==> src/pkg/dldma_pkg.sv <==
package dldma_pkg;
   // descriptor word offsets, bytes from the descriptor base
   localparam logic [31:0] DLDMA_OFS_LINK = 32'h0000_0000;
   localparam logic [31:0] DLDMA_OFS_CMD = 32'h0000_0004;
   localparam logic [31:0] DLDMA_OFS_BUF = 32'h0000_0008;
   localparam logic [31:0] DLDMA_OFS_BUF_LEGACY = 32'h0000_000C;
   localparam logic [31:0] DLDMA_WORD_STEP = 32'h0000_0004;
   // command/status field positions
   localparam int DLDMA_BIT_OWN = 31;
   localparam int DLDMA_BIT_MORE = 30;
   localparam int DLDMA_BIT_IRQ = 29;
   localparam int DLDMA_BIT_FCS = 28;
   localparam int DLDMA_BIT_OK = 27;
   localparam int DLDMA_DIR_LO = 16;
   localparam int DLDMA_DIR_W = 11;
   localparam int DLDMA_RSV_LO = 12;
   localparam int DLDMA_RSV_W = 4;
   localparam int DLDMA_SIZE_W = 12;
   // values after reset, plus the count step and the last byte lane
   localparam logic [31:0] DLDMA_RST_WORD = 32'h0000_0000;
   localparam logic [11:0] DLDMA_RST_CNT = 12'h000;
   localparam logic [11:0] DLDMA_ONE_CNT = 12'h001;
   localparam logic [10:0] DLDMA_RST_DIR = 11'h000;
   localparam logic [1:0] DLDMA_LAST_LANE = 2'h3;

   typedef struct packed {
      logic req;
      logic we;
      logic [31:0] addr;
      logic [31:0] wdata;
   } dldma_mem_t;

   typedef struct packed {
      logic valid;
      logic ok;
      logic [10:0] status;
   } dldma_done_t;

   typedef enum {
      DLDMA_IDLE, DLDMA_LINK, DLDMA_CMD, DLDMA_BUF, DLDMA_WAIT, DLDMA_FETCH,
      DLDMA_TXB, DLDMA_TXDONE, DLDMA_RXB, DLDMA_WRD, DLDMA_WB
   } dldma_state_t;
endpackage

==> src/verilog/dldma_cmdsts.sv <==
`timescale 1ns/10ps
module dldma_cmdsts import dldma_pkg::*; (
   input wire logic [31:0] orig,
   input wire logic isRx,
   input wire logic isFinal,
   input wire logic pktOk,
   input wire logic [10:0] dirStatus,
   input wire logic [11:0] byteCount,
   output logic [31:0] word
);
   always_comb begin
      word = DLDMA_RST_WORD;
      word[DLDMA_BIT_OWN] = isRx;
      word[DLDMA_BIT_MORE] = ~isFinal;
      word[DLDMA_BIT_IRQ] = orig[DLDMA_BIT_IRQ];
      word[DLDMA_BIT_FCS] = isRx | orig[DLDMA_BIT_FCS];
      word[DLDMA_BIT_OK] = isFinal & pktOk;
      // direction bits carry whichever side's status, final descriptor only
      if (isFinal) begin
         word[DLDMA_DIR_LO +: DLDMA_DIR_W] = dirStatus;
      end
      word[DLDMA_RSV_LO +: DLDMA_RSV_W] = '0;
      word[DLDMA_SIZE_W-1:0] = byteCount;
   end
endmodule

==> src/verilog/dldma_engine.sv <==
`timescale 1ns/10ps
module dldma_engine import dldma_pkg::*; (
   input wire logic mclk,
   input wire logic rst_n,
   input wire logic startPulse,
   input wire logic resumePoll,
   input wire logic rxMode,
   input wire logic legacyLayoutSelect,
   input wire logic [31:0] listHead,
   output logic engineIdle,
   output logic waitOwn,
   output dldma_mem_t memOut,
   input wire logic memAck,
   input wire logic [31:0] memRdata,
   output logic [7:0] txData,
   output logic txValid,
   output logic txLast,
   output logic suppressFcsFlag,
   input wire logic txReady,
   input wire dldma_done_t txDone,
   input wire logic [7:0] rxData,
   input wire logic rxValid,
   input wire dldma_done_t rxEnd,
   output logic rxReady,
   output logic descriptorIrqRequest
);
   dldma_state_t state_r;
   logic [31:0] descAddr_r;
   logic [31:0] link_r;
   logic [31:0] cmd_r;
   logic [31:0] curAddr_r;
   logic [31:0] word_r;
   logic [11:0] cnt_r;
   logic [7:0] txData_r;
   logic pktFirst_r;
   logic ended_r;
   logic suppress_r;
   logic irq_r;
   dldma_done_t done_r;
   logic [31:0] wbWord;
   logic owned;
   logic isFinal;
   logic [11:0] size;
   logic [11:0] cntInc;
   logic [11:0] wbCount;

   assign size = cmd_r[DLDMA_SIZE_W-1:0];
   assign cntInc = cnt_r + DLDMA_ONE_CNT;
   // receive owns an empty descriptor while bit 31 is clear
   assign owned = rxMode ? ~memRdata[DLDMA_BIT_OWN] : memRdata[DLDMA_BIT_OWN];
   assign isFinal = rxMode ? ended_r : ~cmd_r[DLDMA_BIT_MORE];
   assign wbCount = rxMode ? cnt_r : size;

   dldma_cmdsts u_cmdsts (
      .orig(cmd_r),
      .isRx(rxMode),
      .isFinal(isFinal),
      .pktOk(done_r.ok),
      .dirStatus(done_r.status),
      .byteCount(wbCount),
      .word(wbWord)
   );
   always_comb begin
      memOut = '0;
      case (state_r)
         DLDMA_LINK: begin
            memOut.req = 1'b1;
            memOut.addr = descAddr_r + DLDMA_OFS_LINK;
         end
         DLDMA_CMD: begin
            memOut.req = 1'b1;
            memOut.addr = descAddr_r + DLDMA_OFS_CMD;
         end
         DLDMA_BUF: begin
            memOut.req = 1'b1;
            // legacy layout fetches the buffer pointer from the word at offset 0xC
            memOut.addr = descAddr_r + (legacyLayoutSelect ?
               DLDMA_OFS_BUF_LEGACY : DLDMA_OFS_BUF);
         end
         DLDMA_FETCH: begin
            memOut.req = 1'b1;
            memOut.addr = {curAddr_r[31:2], 2'b00};
         end
         DLDMA_WRD: begin
            memOut.req = 1'b1;
            memOut.we = 1'b1;
            memOut.addr = {curAddr_r[31:2], 2'b00};
            memOut.wdata = word_r;
         end
         DLDMA_WB: begin
            memOut.req = 1'b1;
            memOut.we = 1'b1;
            memOut.addr = descAddr_r + DLDMA_OFS_CMD;
            memOut.wdata = wbWord;
         end
         default: memOut = '0;
      endcase
   end

   always_ff @(posedge mclk or negedge rst_n) begin
      if (!rst_n) begin
         state_r <= DLDMA_IDLE;
         descAddr_r <= DLDMA_RST_WORD;
         link_r <= DLDMA_RST_WORD;
         cmd_r <= DLDMA_RST_WORD;
         curAddr_r <= DLDMA_RST_WORD;
         cnt_r <= DLDMA_RST_CNT;
         pktFirst_r <= 1'b1;
         ended_r <= 1'b0;
      end else begin
         case (state_r)
            DLDMA_IDLE: begin
               if (startPulse) begin
                  descAddr_r <= {listHead[31:2], 2'b00};
                  pktFirst_r <= 1'b1;
                  ended_r <= 1'b0;
                  state_r <= DLDMA_LINK;
               end
            end
            DLDMA_LINK: begin
               if (memAck) begin
                  link_r <= {memRdata[31:2], 2'b00};
                  state_r <= DLDMA_CMD;
               end
            end
            DLDMA_CMD: begin
               if (memAck) begin
                  cmd_r <= memRdata;
                  state_r <= owned ? DLDMA_BUF : DLDMA_WAIT;
               end
            end
            DLDMA_WAIT: begin
               if (resumePoll) begin
                  state_r <= DLDMA_CMD;
               end
            end
            DLDMA_BUF: begin
               if (memAck) begin
                  curAddr_r <= memRdata;
                  cnt_r <= DLDMA_RST_CNT;
                  if (size == DLDMA_RST_CNT) begin
                     state_r <= (!rxMode && isFinal) ? DLDMA_TXDONE : DLDMA_WB;
                  end else begin
                     state_r <= rxMode ? DLDMA_RXB : DLDMA_FETCH;
                  end
               end
            end
            DLDMA_FETCH: begin
               if (memAck) begin
                  state_r <= DLDMA_TXB;
               end
            end
            DLDMA_TXB: begin
               if (txReady) begin
                  cnt_r <= cntInc;
                  curAddr_r <= curAddr_r + 32'h0000_0001;
                  if (cntInc == size) begin
                     state_r <= isFinal ? DLDMA_TXDONE : DLDMA_WB;
                  end else if (curAddr_r[1:0] == DLDMA_LAST_LANE) begin
                     state_r <= DLDMA_FETCH;
                  end
               end
            end
            DLDMA_TXDONE: begin
               if (txDone.valid) begin
                  state_r <= DLDMA_WB;
               end
            end
            DLDMA_RXB: begin
               if (rxValid) begin
                  cnt_r <= cntInc;
                  ended_r <= rxEnd.valid;
                  if (rxEnd.valid || cnt_r[1:0] == DLDMA_LAST_LANE || cntInc == size) begin
                     state_r <= DLDMA_WRD;
                  end
               end
            end
            DLDMA_WRD: begin
               if (memAck) begin
                  curAddr_r <= {curAddr_r[31:2], 2'b00} + DLDMA_WORD_STEP;
                  // a full buffer mid-packet spills into the next descriptor
                  state_r <= (ended_r || cnt_r == size) ? DLDMA_WB : DLDMA_RXB;
               end
            end
            DLDMA_WB: begin
               if (memAck) begin
                  pktFirst_r <= isFinal;
                  ended_r <= 1'b0;
                  descAddr_r <= link_r;
                  // a null link ends the walk rather than reading address zero
                  state_r <= (link_r == DLDMA_RST_WORD) ? DLDMA_IDLE : DLDMA_LINK;
               end
            end
            default: state_r <= DLDMA_IDLE;
         endcase
      end
   end
   always_ff @(posedge mclk or negedge rst_n) begin
      if (!rst_n) begin
         word_r <= DLDMA_RST_WORD;
         txData_r <= 8'h00;
      end else if (state_r == DLDMA_FETCH && memAck) begin
         word_r <= memRdata;
         txData_r <= memRdata[{curAddr_r[1:0], 3'b000} +: 8];
      end else if (state_r == DLDMA_TXB && txReady) begin
         txData_r <= word_r[{curAddr_r[1:0] + 2'h1, 3'b000} +: 8];
      end else if (state_r == DLDMA_RXB && rxValid) begin
         // fcs bytes arrive as data and land in the buffer like any other
         word_r[{cnt_r[1:0], 3'b000} +: 8] <= rxData;
      end
   end
   always_ff @(posedge mclk or negedge rst_n) begin
      if (!rst_n) begin
         done_r <= '0;
         suppress_r <= 1'b0;
      end else begin
         if (state_r == DLDMA_BUF && memAck && pktFirst_r) begin
            suppress_r <= ~rxMode & cmd_r[DLDMA_BIT_FCS];
         end
         if (state_r == DLDMA_TXDONE && txDone.valid) begin
            done_r <= txDone;
         end else if (state_r == DLDMA_RXB && rxValid && rxEnd.valid) begin
            done_r <= rxEnd;
         end else if (state_r == DLDMA_WB && memAck) begin
            done_r <= '0;
         end
      end
   end
   always_ff @(posedge mclk or negedge rst_n) begin
      if (!rst_n) begin
         irq_r <= 1'b0;
      end else begin
         irq_r <= state_r == DLDMA_WB && memAck && cmd_r[DLDMA_BIT_IRQ];
      end
   end
   assign engineIdle = state_r == DLDMA_IDLE;
   assign waitOwn = state_r == DLDMA_WAIT;
   assign txValid = state_r == DLDMA_TXB;
   assign txData = txData_r;
   assign txLast = txValid && isFinal && cntInc == size;
   assign suppressFcsFlag = suppress_r;
   assign rxReady = state_r == DLDMA_RXB;
   assign descriptorIrqRequest = irq_r;
endmodule

==> config.mk <==
export PLATFORM = sky130hd
export DESIGN_NAME = dldma_engine
export DESIGN_NICKNAME = d
export VERILOG_FILES = /design/src/pkg/dldma_pkg.sv /design/src/verilog/dldma_cmdsts.sv /design/src/verilog/dldma_engine.sv
export SDC_FILE = /design/constraint.sdc
export NUM_CORES = 1
export LEC_CHECK = 0
export BUFFER_PORTS_ARGS = -buffer_cell sky130_fd_sc_hd__buf_2
export CORE_ASPECT_RATIO = 0.8
export CORE_UTILIZATION = 45
export DETAILED_ROUTE_END_ITERATION = 10
export PLACE_DENSITY = 0.73
export SETUP_SLACK_MARGIN = 0.3
export SYNTH_ARGS = -nofsm -noshare
export SYNTH_HDL_FRONTEND = slang
export SYNTH_SLANG_ARGS = --single-unit
==> constraint.sdc <==
create_clock -name mclk -period 3.9 [get_ports mclk]
set_clock_uncertainty 0.2 [all_clocks]
set_input_delay 0.975 -clock mclk [delete_from_list [all_inputs] [get_ports mclk]]
set_output_delay 0.975 -clock mclk [all_outputs]
set_load 0.005 [all_outputs]
==> results of run 1 <==
## sequential cells by signal, indices dropped and copies added (netlist names)
register and cells:
curAddr_r 32, pktFirst_r 1, cmd_r 15, descriptorIrqRequest 1
link_r 30, done_r 12, descAddr_r 30, state_r 4
cnt_r 12, txData 8, word_r 32, suppressFcsFlag 1
ended_r 1
## timing repair
item / in CTS / in global routing
endpoints found under the setup margin: 53 / 45
gates resized for setup: 67 / 53
pin swaps: 30 / 26
setup buffers: 36 / 17
## worst reg2reg max path, stage by stage, from the launching register on
cell and delay, ns:
dfrtp_2 0.47, ha_4 0.20, buf_8 0.13, buf_6 0.12, xnor2_4 0.12, o41ai_4 0.31
or3_1 0.16, nand4b_1 0.18, buf_4 0.19, buf_4 0.12, buf_4 0.12, buf_4 0.12
buf_4 0.12, buf_6 0.11, buf_4 0.13, buf_6 0.11, buf_6 0.11, buf_6 0.10
buf_6 0.11, o21ai_2 0.13, mux2_4 0.15
## cells in the final DEF, fill, tap and decap left out, drive strengths merged, types with 8 or more instances in the layout
| cell | netlist | routed |
|---|---|---|
| inv | 47 | 54 |
| mux2 | 48 | 48 |
| and3 | 46 | 46 |
| nor3 | 25 | 25 |
| a221o | 9 | 9 |
| xor2 | 18 | 18 |
| o31ai | 9 | 9 |
| nor2b | 8 | 8 |
| mux4 | 16 | 16 |
| xnor2 | 11 | 11 |
| o21ai | 163 | 163 |
| and2 | 15 | 15 |
| clkbuf | 61 | 18 |
| a21oi | 83 | 83 |
| nor4 | 22 | 22 |
| mux2i | 43 | 43 |
| nor3b | 11 | 11 |
| a22o | 16 | 16 |
| a22oi | 26 | 26 |
| nor2 | 64 | 64 |
| buf | 30 | 281 |
| nand4 | 11 | 11 |
| dfrtp | 178 | 178 |
| a31oi | 12 | 12 |
| a222oi | 26 | 26 |
| nand2b | 10 | 10 |
| nand2 | 161 | 161 |
| nand3 | 34 | 34 |
| ha | 8 | 8 |
## Yosys cell counts (3+ instances only)
library cell | n | area share, %
o22ai_1 | 4 | 0.22
a32oi_1 | 4 | 0.31
and2_1 | 15 | 0.82
nand2b_1 | 10 | 0.55
a22o_1 | 16 | 1.2
mux2i_1 | 43 | 3.8
o311ai_0 | 4 | 0.31
nand3_1 | 33 | 1.4
a31oi_1 | 12 | 0.66
buf_2 | 22 | 0.96
nand2_1 | 159 | 5.2
nor4_1 | 22 | 1.2
or2_2 | 3 | 0.16
and3_1 | 45 | 2.5
and4_1 | 5 | 0.38
nor2_1 | 63 | 2.1
a21oi_1 | 82 | 3.6
nor3_1 | 23 | 1.0
a22oi_1 | 25 | 1.6
mux4_2 | 16 | 3.2
nor4b_1 | 5 | 0.38
o41ai_1 | 6 | 0.46
inv_1 | 46 | 1.5
o211a_1 | 6 | 0.53
buf_1 | 4 | 0.13
nor2b_1 | 8 | 0.44
o21ai_0 | 162 | 7.1
a221o_1 | 9 | 0.79
or3_1 | 3 | 0.16
a222oi_1 | 26 | 2.3
o21bai_1 | 3 | 0.20
buf_4 | 3 | 0.20
dfrtp_1 | 178 | 39
mux2_2 | 46 | 4.5
a221oi_1 | 3 | 0.23
ha_1 | 8 | 0.88
nor3b_1 | 10 | 0.66
xor2_1 | 18 | 1.4
o31ai_1 | 9 | 0.59
xnor2_1 | 11 | 0.84
o2111ai_1 | 3 | 0.23
clkbuf_1 | 60 | 2.0
nand4_1 | 11 | 0.60
## cell families after synthesis
kind of cell	after synthesis	share of synthesized area, %
buf+inv	138	5.02
fa+ha+maj	9	1.05
compound gates	393	21.8
mux	107	11.7
xor+xnor	29	2.22
simple gates	430	19.0
other cells	1	0.0328
flops	179	39.2
## worst paths after layout
path,start,end,slack (ns),cells after the start
max in group asynchronous,rst_n,word_r[12],2.30,2
hold / removal,txData[6],txData[6],0.27,2
min in group asynchronous,rst_n,cmd_r[8],0.38,1
setup reg to reg,cnt_r[1],state_r[1],0.33,20
setup / recovery,state_r[0],memOut[61],-0.34,14
hold reg to reg,txData[6],txData[6],0.27,2
## metal layers
metal / track usage [%] / up-vias / share of wire [%] / wire length, µm
met1: 47.1 / 5670 / 43 / 18100
met3: 7.58 / 98 / 11 / 4790
met2: 46.9 / 762 / 43 / 18000
met4: 11.7 / 0 / 3.1 / 1320
li1: - / 5185 / - / -
met5: 0 / - / 0 / 0
## layout make-up
class	instances	area (µm²)	area share (%)
Sequential cell	179	4490	31.4
Multi-Input combinational cell	970	6870	48.0
Tap cell	318	398	2.78
Clock inverter	14	164	1.15
Clock buffer	18	429	3.00
Inverter	47	176	1.23
Timing Repair Buffer	281	1780	12.4
## stage by stage
| step | power, mW | setup TNS [ns] | util (%) |
|---|---|---|---|
| after CTS | 9.66 | -3.53 | 56.5 |
| after global placement | 7.50 | -3.30 | 52.0 |
| after detailed placement | 7.64 | -3.65 | 52.0 |
| after floorplan | 6.10 | 0 | - |
| final | 10.0 | -4.07 | 58.1 |
| after global routing | 10.6 | -6.68 | 58.1 |
## where the power goes
part	switching, mW	leakage (nW)	internal (mW)
Sequential	1.09	2.25	2.64
Combinational	2.43	4.27	2.09
Clock	0.865	0.289	0.917
Total	4.39	6.81	5.64
==> impl_metrics.ini, run 1 <==
[run_status]
status = complete, but fails checks
violations = setup timing

[cts]
clkLatencyLatePin_ns = 0.44
cts.clk_slew.worst_paths_ns = 0.08
h-tree-depth = 4
tritoncts = yes
cts_buffers = 17
cts_sinks = 179
cts.path.max_buffers = 2
cts_hold_buf = 0
cts_root_buf = clkbuf_16

[setup_path]
cp_max_fo = 3
critical_path_class = reg -> out
end_kind = primary output
worst-path-buf-inv = 4
cp_cell_sequence = nand2b_4 > nor2_4 > inv_2 > ha_4 > a21oi_2 > buf_4 > nor4b_4 > buf_4 > nand4_1 > nor3_4 > nand3_1 > xor2_1 > o21ai_1 > buf_2
startpoint_type = flip-flop
critPathMostFrequentCell = buf_4
path_delay_family = simple AND/OR/NAND/NOR gates
cp_slowest_cell = dfrtp_1
cpPeakStageDelay_ns = 0.38
arrival_ns = 3.06
cp.required_ns = 2.72

[power]
leakage_nw = 6.81
p_per_area_nw_per_um2 = 701
irDropWorstVdd_uv = 408

[synth]
synthDistinctLibCells = 78
synth_area_um2 = 11400
yosysWarnings = 0
synth.yosys.seq_area_share_pct = 39.2
ys_async_sr_fraction_pct = 100
syn_area_per_cell_um2 = 8.89
synth_edf_count = 0
ys_ff_latch = 179
synth-main-ff-cell = dfrtp_1
synth_cells = 1286

[placement]
pre_cts_ws_ns = -0.391
port_buffers = 183
dpl-instance-area_um2 = 12800
hpwl_um = 29700
gp_congestion = 0.955
dp_cells = 1742

[worst_hold_path]
hp-class = reg -> reg

[flow_run]
drv_cap = 0

[floorplanning]
dieHeight_um = 145
row_count = 51
ioPinCount = 188
die_area_um2 = 26100
die-width_um = 180
core-area_um2 = 24600
start_util_pct = 46.4

[route]
drc = 0
via_per_inst = 6.41
initialDrtViolationCount = 1982
via_count = 11715
wire_per_inst_um = 23.1
drt_first_pass_iters = 7
wirelength_um = 42200
antenna_left = 0

[cells_and_area]
final_cell_area_um2 = 14300
finalNonFillerCells = 1827
antenna_cells = 0
drive_above_1_share_pct = 30.9
syn_to_final_growth_pct = 25.0
fillers = 2163
final_nets = 1612

[timing]
final_hold_viol_count = 0
finalMaxSlewViolations = 0
slew_headroom_pct = 22.6
worstMarginPinSlew_ns = 1.16
timing.hold.ws_ns = 0.270
fin_ws_ns = -0.340
grt_setup_unrepaired = yes
min_period_over_period_pct = 109
min_period_ns = 4.24
setup_viol = 21
fmax_mhz = 236

[grt]
grt_max_degree = 79
grt-ovfl-total = 0
antenna_found_initial = 2
grt.total_usage_pct = 32.4
grt_pass1_wl_um = 64300
first_global_vias = 10823
(Power assumes the default switching activity.)
==> run 2, diff against run 1 <==
--- a/config.mk
+++ b/config.mk
@@ -9,6 +9,7 @@
 export CORE_ASPECT_RATIO = 0.8
 export CORE_UTILIZATION = 45
 export DETAILED_ROUTE_END_ITERATION = 10
+export GPL_TIMING_DRIVEN = 0
 export PLACE_DENSITY = 0.73
 export SETUP_SLACK_MARGIN = 0.3
 export SYNTH_ARGS = -nofsm -noshare
==> impl_metrics.ini, run 2 (synthesis gave the netlist of run 1 again) <==
[run_status]
status = complete, but fails checks
violations = setup timing

[grt]
antenna_found_initial = 0
grt.total_usage_pct = 34.6
grt-ovfl-total = 0
grt_max_degree = 108
grt_pass1_wl_um = 68000
first_global_vias = 11431

[power]
clkPwrFrac_pct = 18.5
leakage_nw = 6.75
irDropWorstVdd_uv = 385
pwr-share-seq_pct = 34.5
swShare_pct = 44.1
switching_power_mw = 4.61
p_int_mw = 5.85
p_per_area_nw_per_um2 = 729
power_frac_comb_pct = 47.0

[setup_path]
path_delay_family = simple AND/OR/NAND/NOR gates
arrival_ns = 3.14
reg2reg_depth = 12
worst-path-buf-inv = 3
cpPeakStageDelay_ns = 0.40
cp_max_fo = 5
cp_cell_sequence = buf_6 > clkbuf_16 > nor2_4 > or2_4 > ha_4 > fa_2 > nand2_4 > nor3_4 > and3_4 > and4_4 > nand3_2 > xor2_1 > o21ai_1 > buf_2
cp_slowest_cell = dfrtp_1
end_kind = primary output
r2r-start = state_r[1]
rr_endpoint = done_r[9]
critical_path_class = reg -> out
startpoint_type = flip-flop
cp.required_ns = 2.72
r2r_slack_ns = 0.63

[timing]
timing.hold.ws_ns = 0.271
setup_viol = 22
slew_headroom_pct = 13.2
fin_ws_ns = -0.418
worstMarginPinSlew_ns = 1.30
min_period_ns = 4.32
grt_setup_unrepaired = yes
min_period_over_period_pct = 111
final_hold_viol_count = 0
finalMaxSlewViolations = 0
fmax_mhz = 232

[flow_run]
drv_cap = 0

[route]
initialDrtViolationCount = 2199
via_count = 12362
drt_first_pass_iters = 10
wire_per_inst_um = 24.3
wirelength_um = 45300
via_per_inst = 6.64
antenna_left = 0
drc = 0

[placement]
gp_congestion = 0.996
dpl-instance-area_um2 = 12800
dp_cells = 1788
hpwl_um = 32600
pre_cts_ws_ns = -0.430
port_buffers = 182

[floorplanning]
row_count = 51
core-area_um2 = 24600
dieHeight_um = 145
die_area_um2 = 26100
start_util_pct = 46.4
die-width_um = 180
ioPinCount = 188

[cells_and_area]
antenna_cells = 0
layout_common_cells = buf_2 (197), dfrtp_1 (174), nand2_1 (155)
layout_commonest_cell = buf_2
drive_above_1_share_pct = 29.4
final_cell_area_um2 = 14400
final_core_util_pct = 58.3
finalNonFillerCells = 1861
final_nets = 1646
reg_top3 = curAddr_r x32, word_r x32
syn_to_final_growth_pct = 25.5

[cts]
cts_sinks = 179
cts_hold_buf = 0
tritoncts = yes
h-tree-depth = 4
cts.path.max_buffers = 2
cts_root_buf = clkbuf_16
cts.clk_slew.worst_paths_ns = 0.07
clkLatencyLatePin_ns = 0.45
cts_buffers = 17

[worst_hold_path]
hp-class = in -> async
## run 2: cell types whose count changed in the layout (fill, tap and decap cells not counted), sizes merged
cell	change
buf	-27
bufinv	+2
clkinv	-2
clkbuf	+61
## run 2: stage by stage
stage | TNS (ns) | total power [mW]
3_5_place_dp | -5.84 | 7.69
5_1_grt | -7.37 | 11.0
6_report | -5.21 | 10.5
3_3_place_gp | -233.78 | 7.56
4_1_cts | -4.22 | 10.0
2_1_floorplan | 0 | 6.10
## run 2: worst max path at each step
stage,from,slack (ns),end,cells after the start
global route,state_r[2],-0.54,memOut[63],13
CTS,state_r[2],-0.41,memOut[63],13
detailed placement,state_r[2],-0.43,memOut[61],13
global placement,rst_n,-1.31,descAddr_r[23],1
floorplan,legacyLayoutSelect,0.19,memOut[56],9
finish,state_r[2],-0.42,memOut[60],14
## run 2: area by class of cell
| cell class | instances | area [µm²] |
|---|---|---|
| fill | 2180 | 10300 |
| multi-input combinational | 970 | 6810 |
| sequential | 179 | 4490 |
| timing repair buffer | 224 | 1320 |
| buffer | 91 | 505 |
| clock buffer | 18 | 439 |
| tap | 318 | 398 |
| clock inverter | 14 | 213 |
| inverter | 47 | 184 |
## run 2: routing by layer
| metal | vias to the layer above | share of wire (%) | track usage, % |
|---|---|---|---|
| met5 | - | 0 | 0 |
| met4 | 0 | 3.9 | 13.8 |
| met3 | 147 | 14 | 9.54 |
| met2 | 990 | 41 | 49.0 |
| met1 | 5950 | 40 | 49.8 |
| li1 | 5275 | - | - |
## run 2: power groups by stage
stage               clock, mW  sequential, mW  combinational, mW
finish                   1.93            3.61               4.92
CTS                      1.93            3.53               4.55
global route             2.01            3.68               5.32
global placement            0            3.52               4.04
floorplan                   0            3.20               2.89
detailed placement          0            3.54               4.15
## run 2: repair_timing
| action | CTS | global route |
|---|---|---|
| setup buffers | 26 | 15 |
| gates resized for setup | 108 | 49 |
| endpoints found under the setup margin | 63 | 58 |
| endpoints found under the hold margin | 0 | 0 |
| pin swaps | 38 | 24 |
## run 2: worst reg2reg max path: stages (launching register included)
cell      delay [ns]
dfrtp_1         0.35
buf_6           0.11
buf_4           0.15
or2_2           0.11
buf_2           0.16
nand2b_1        0.22
inv_2           0.08
and3_1          0.17
buf_2           0.19
a211oi_1        0.92
buf_2           0.37
a222oi_1        0.11
inv_1           0.08
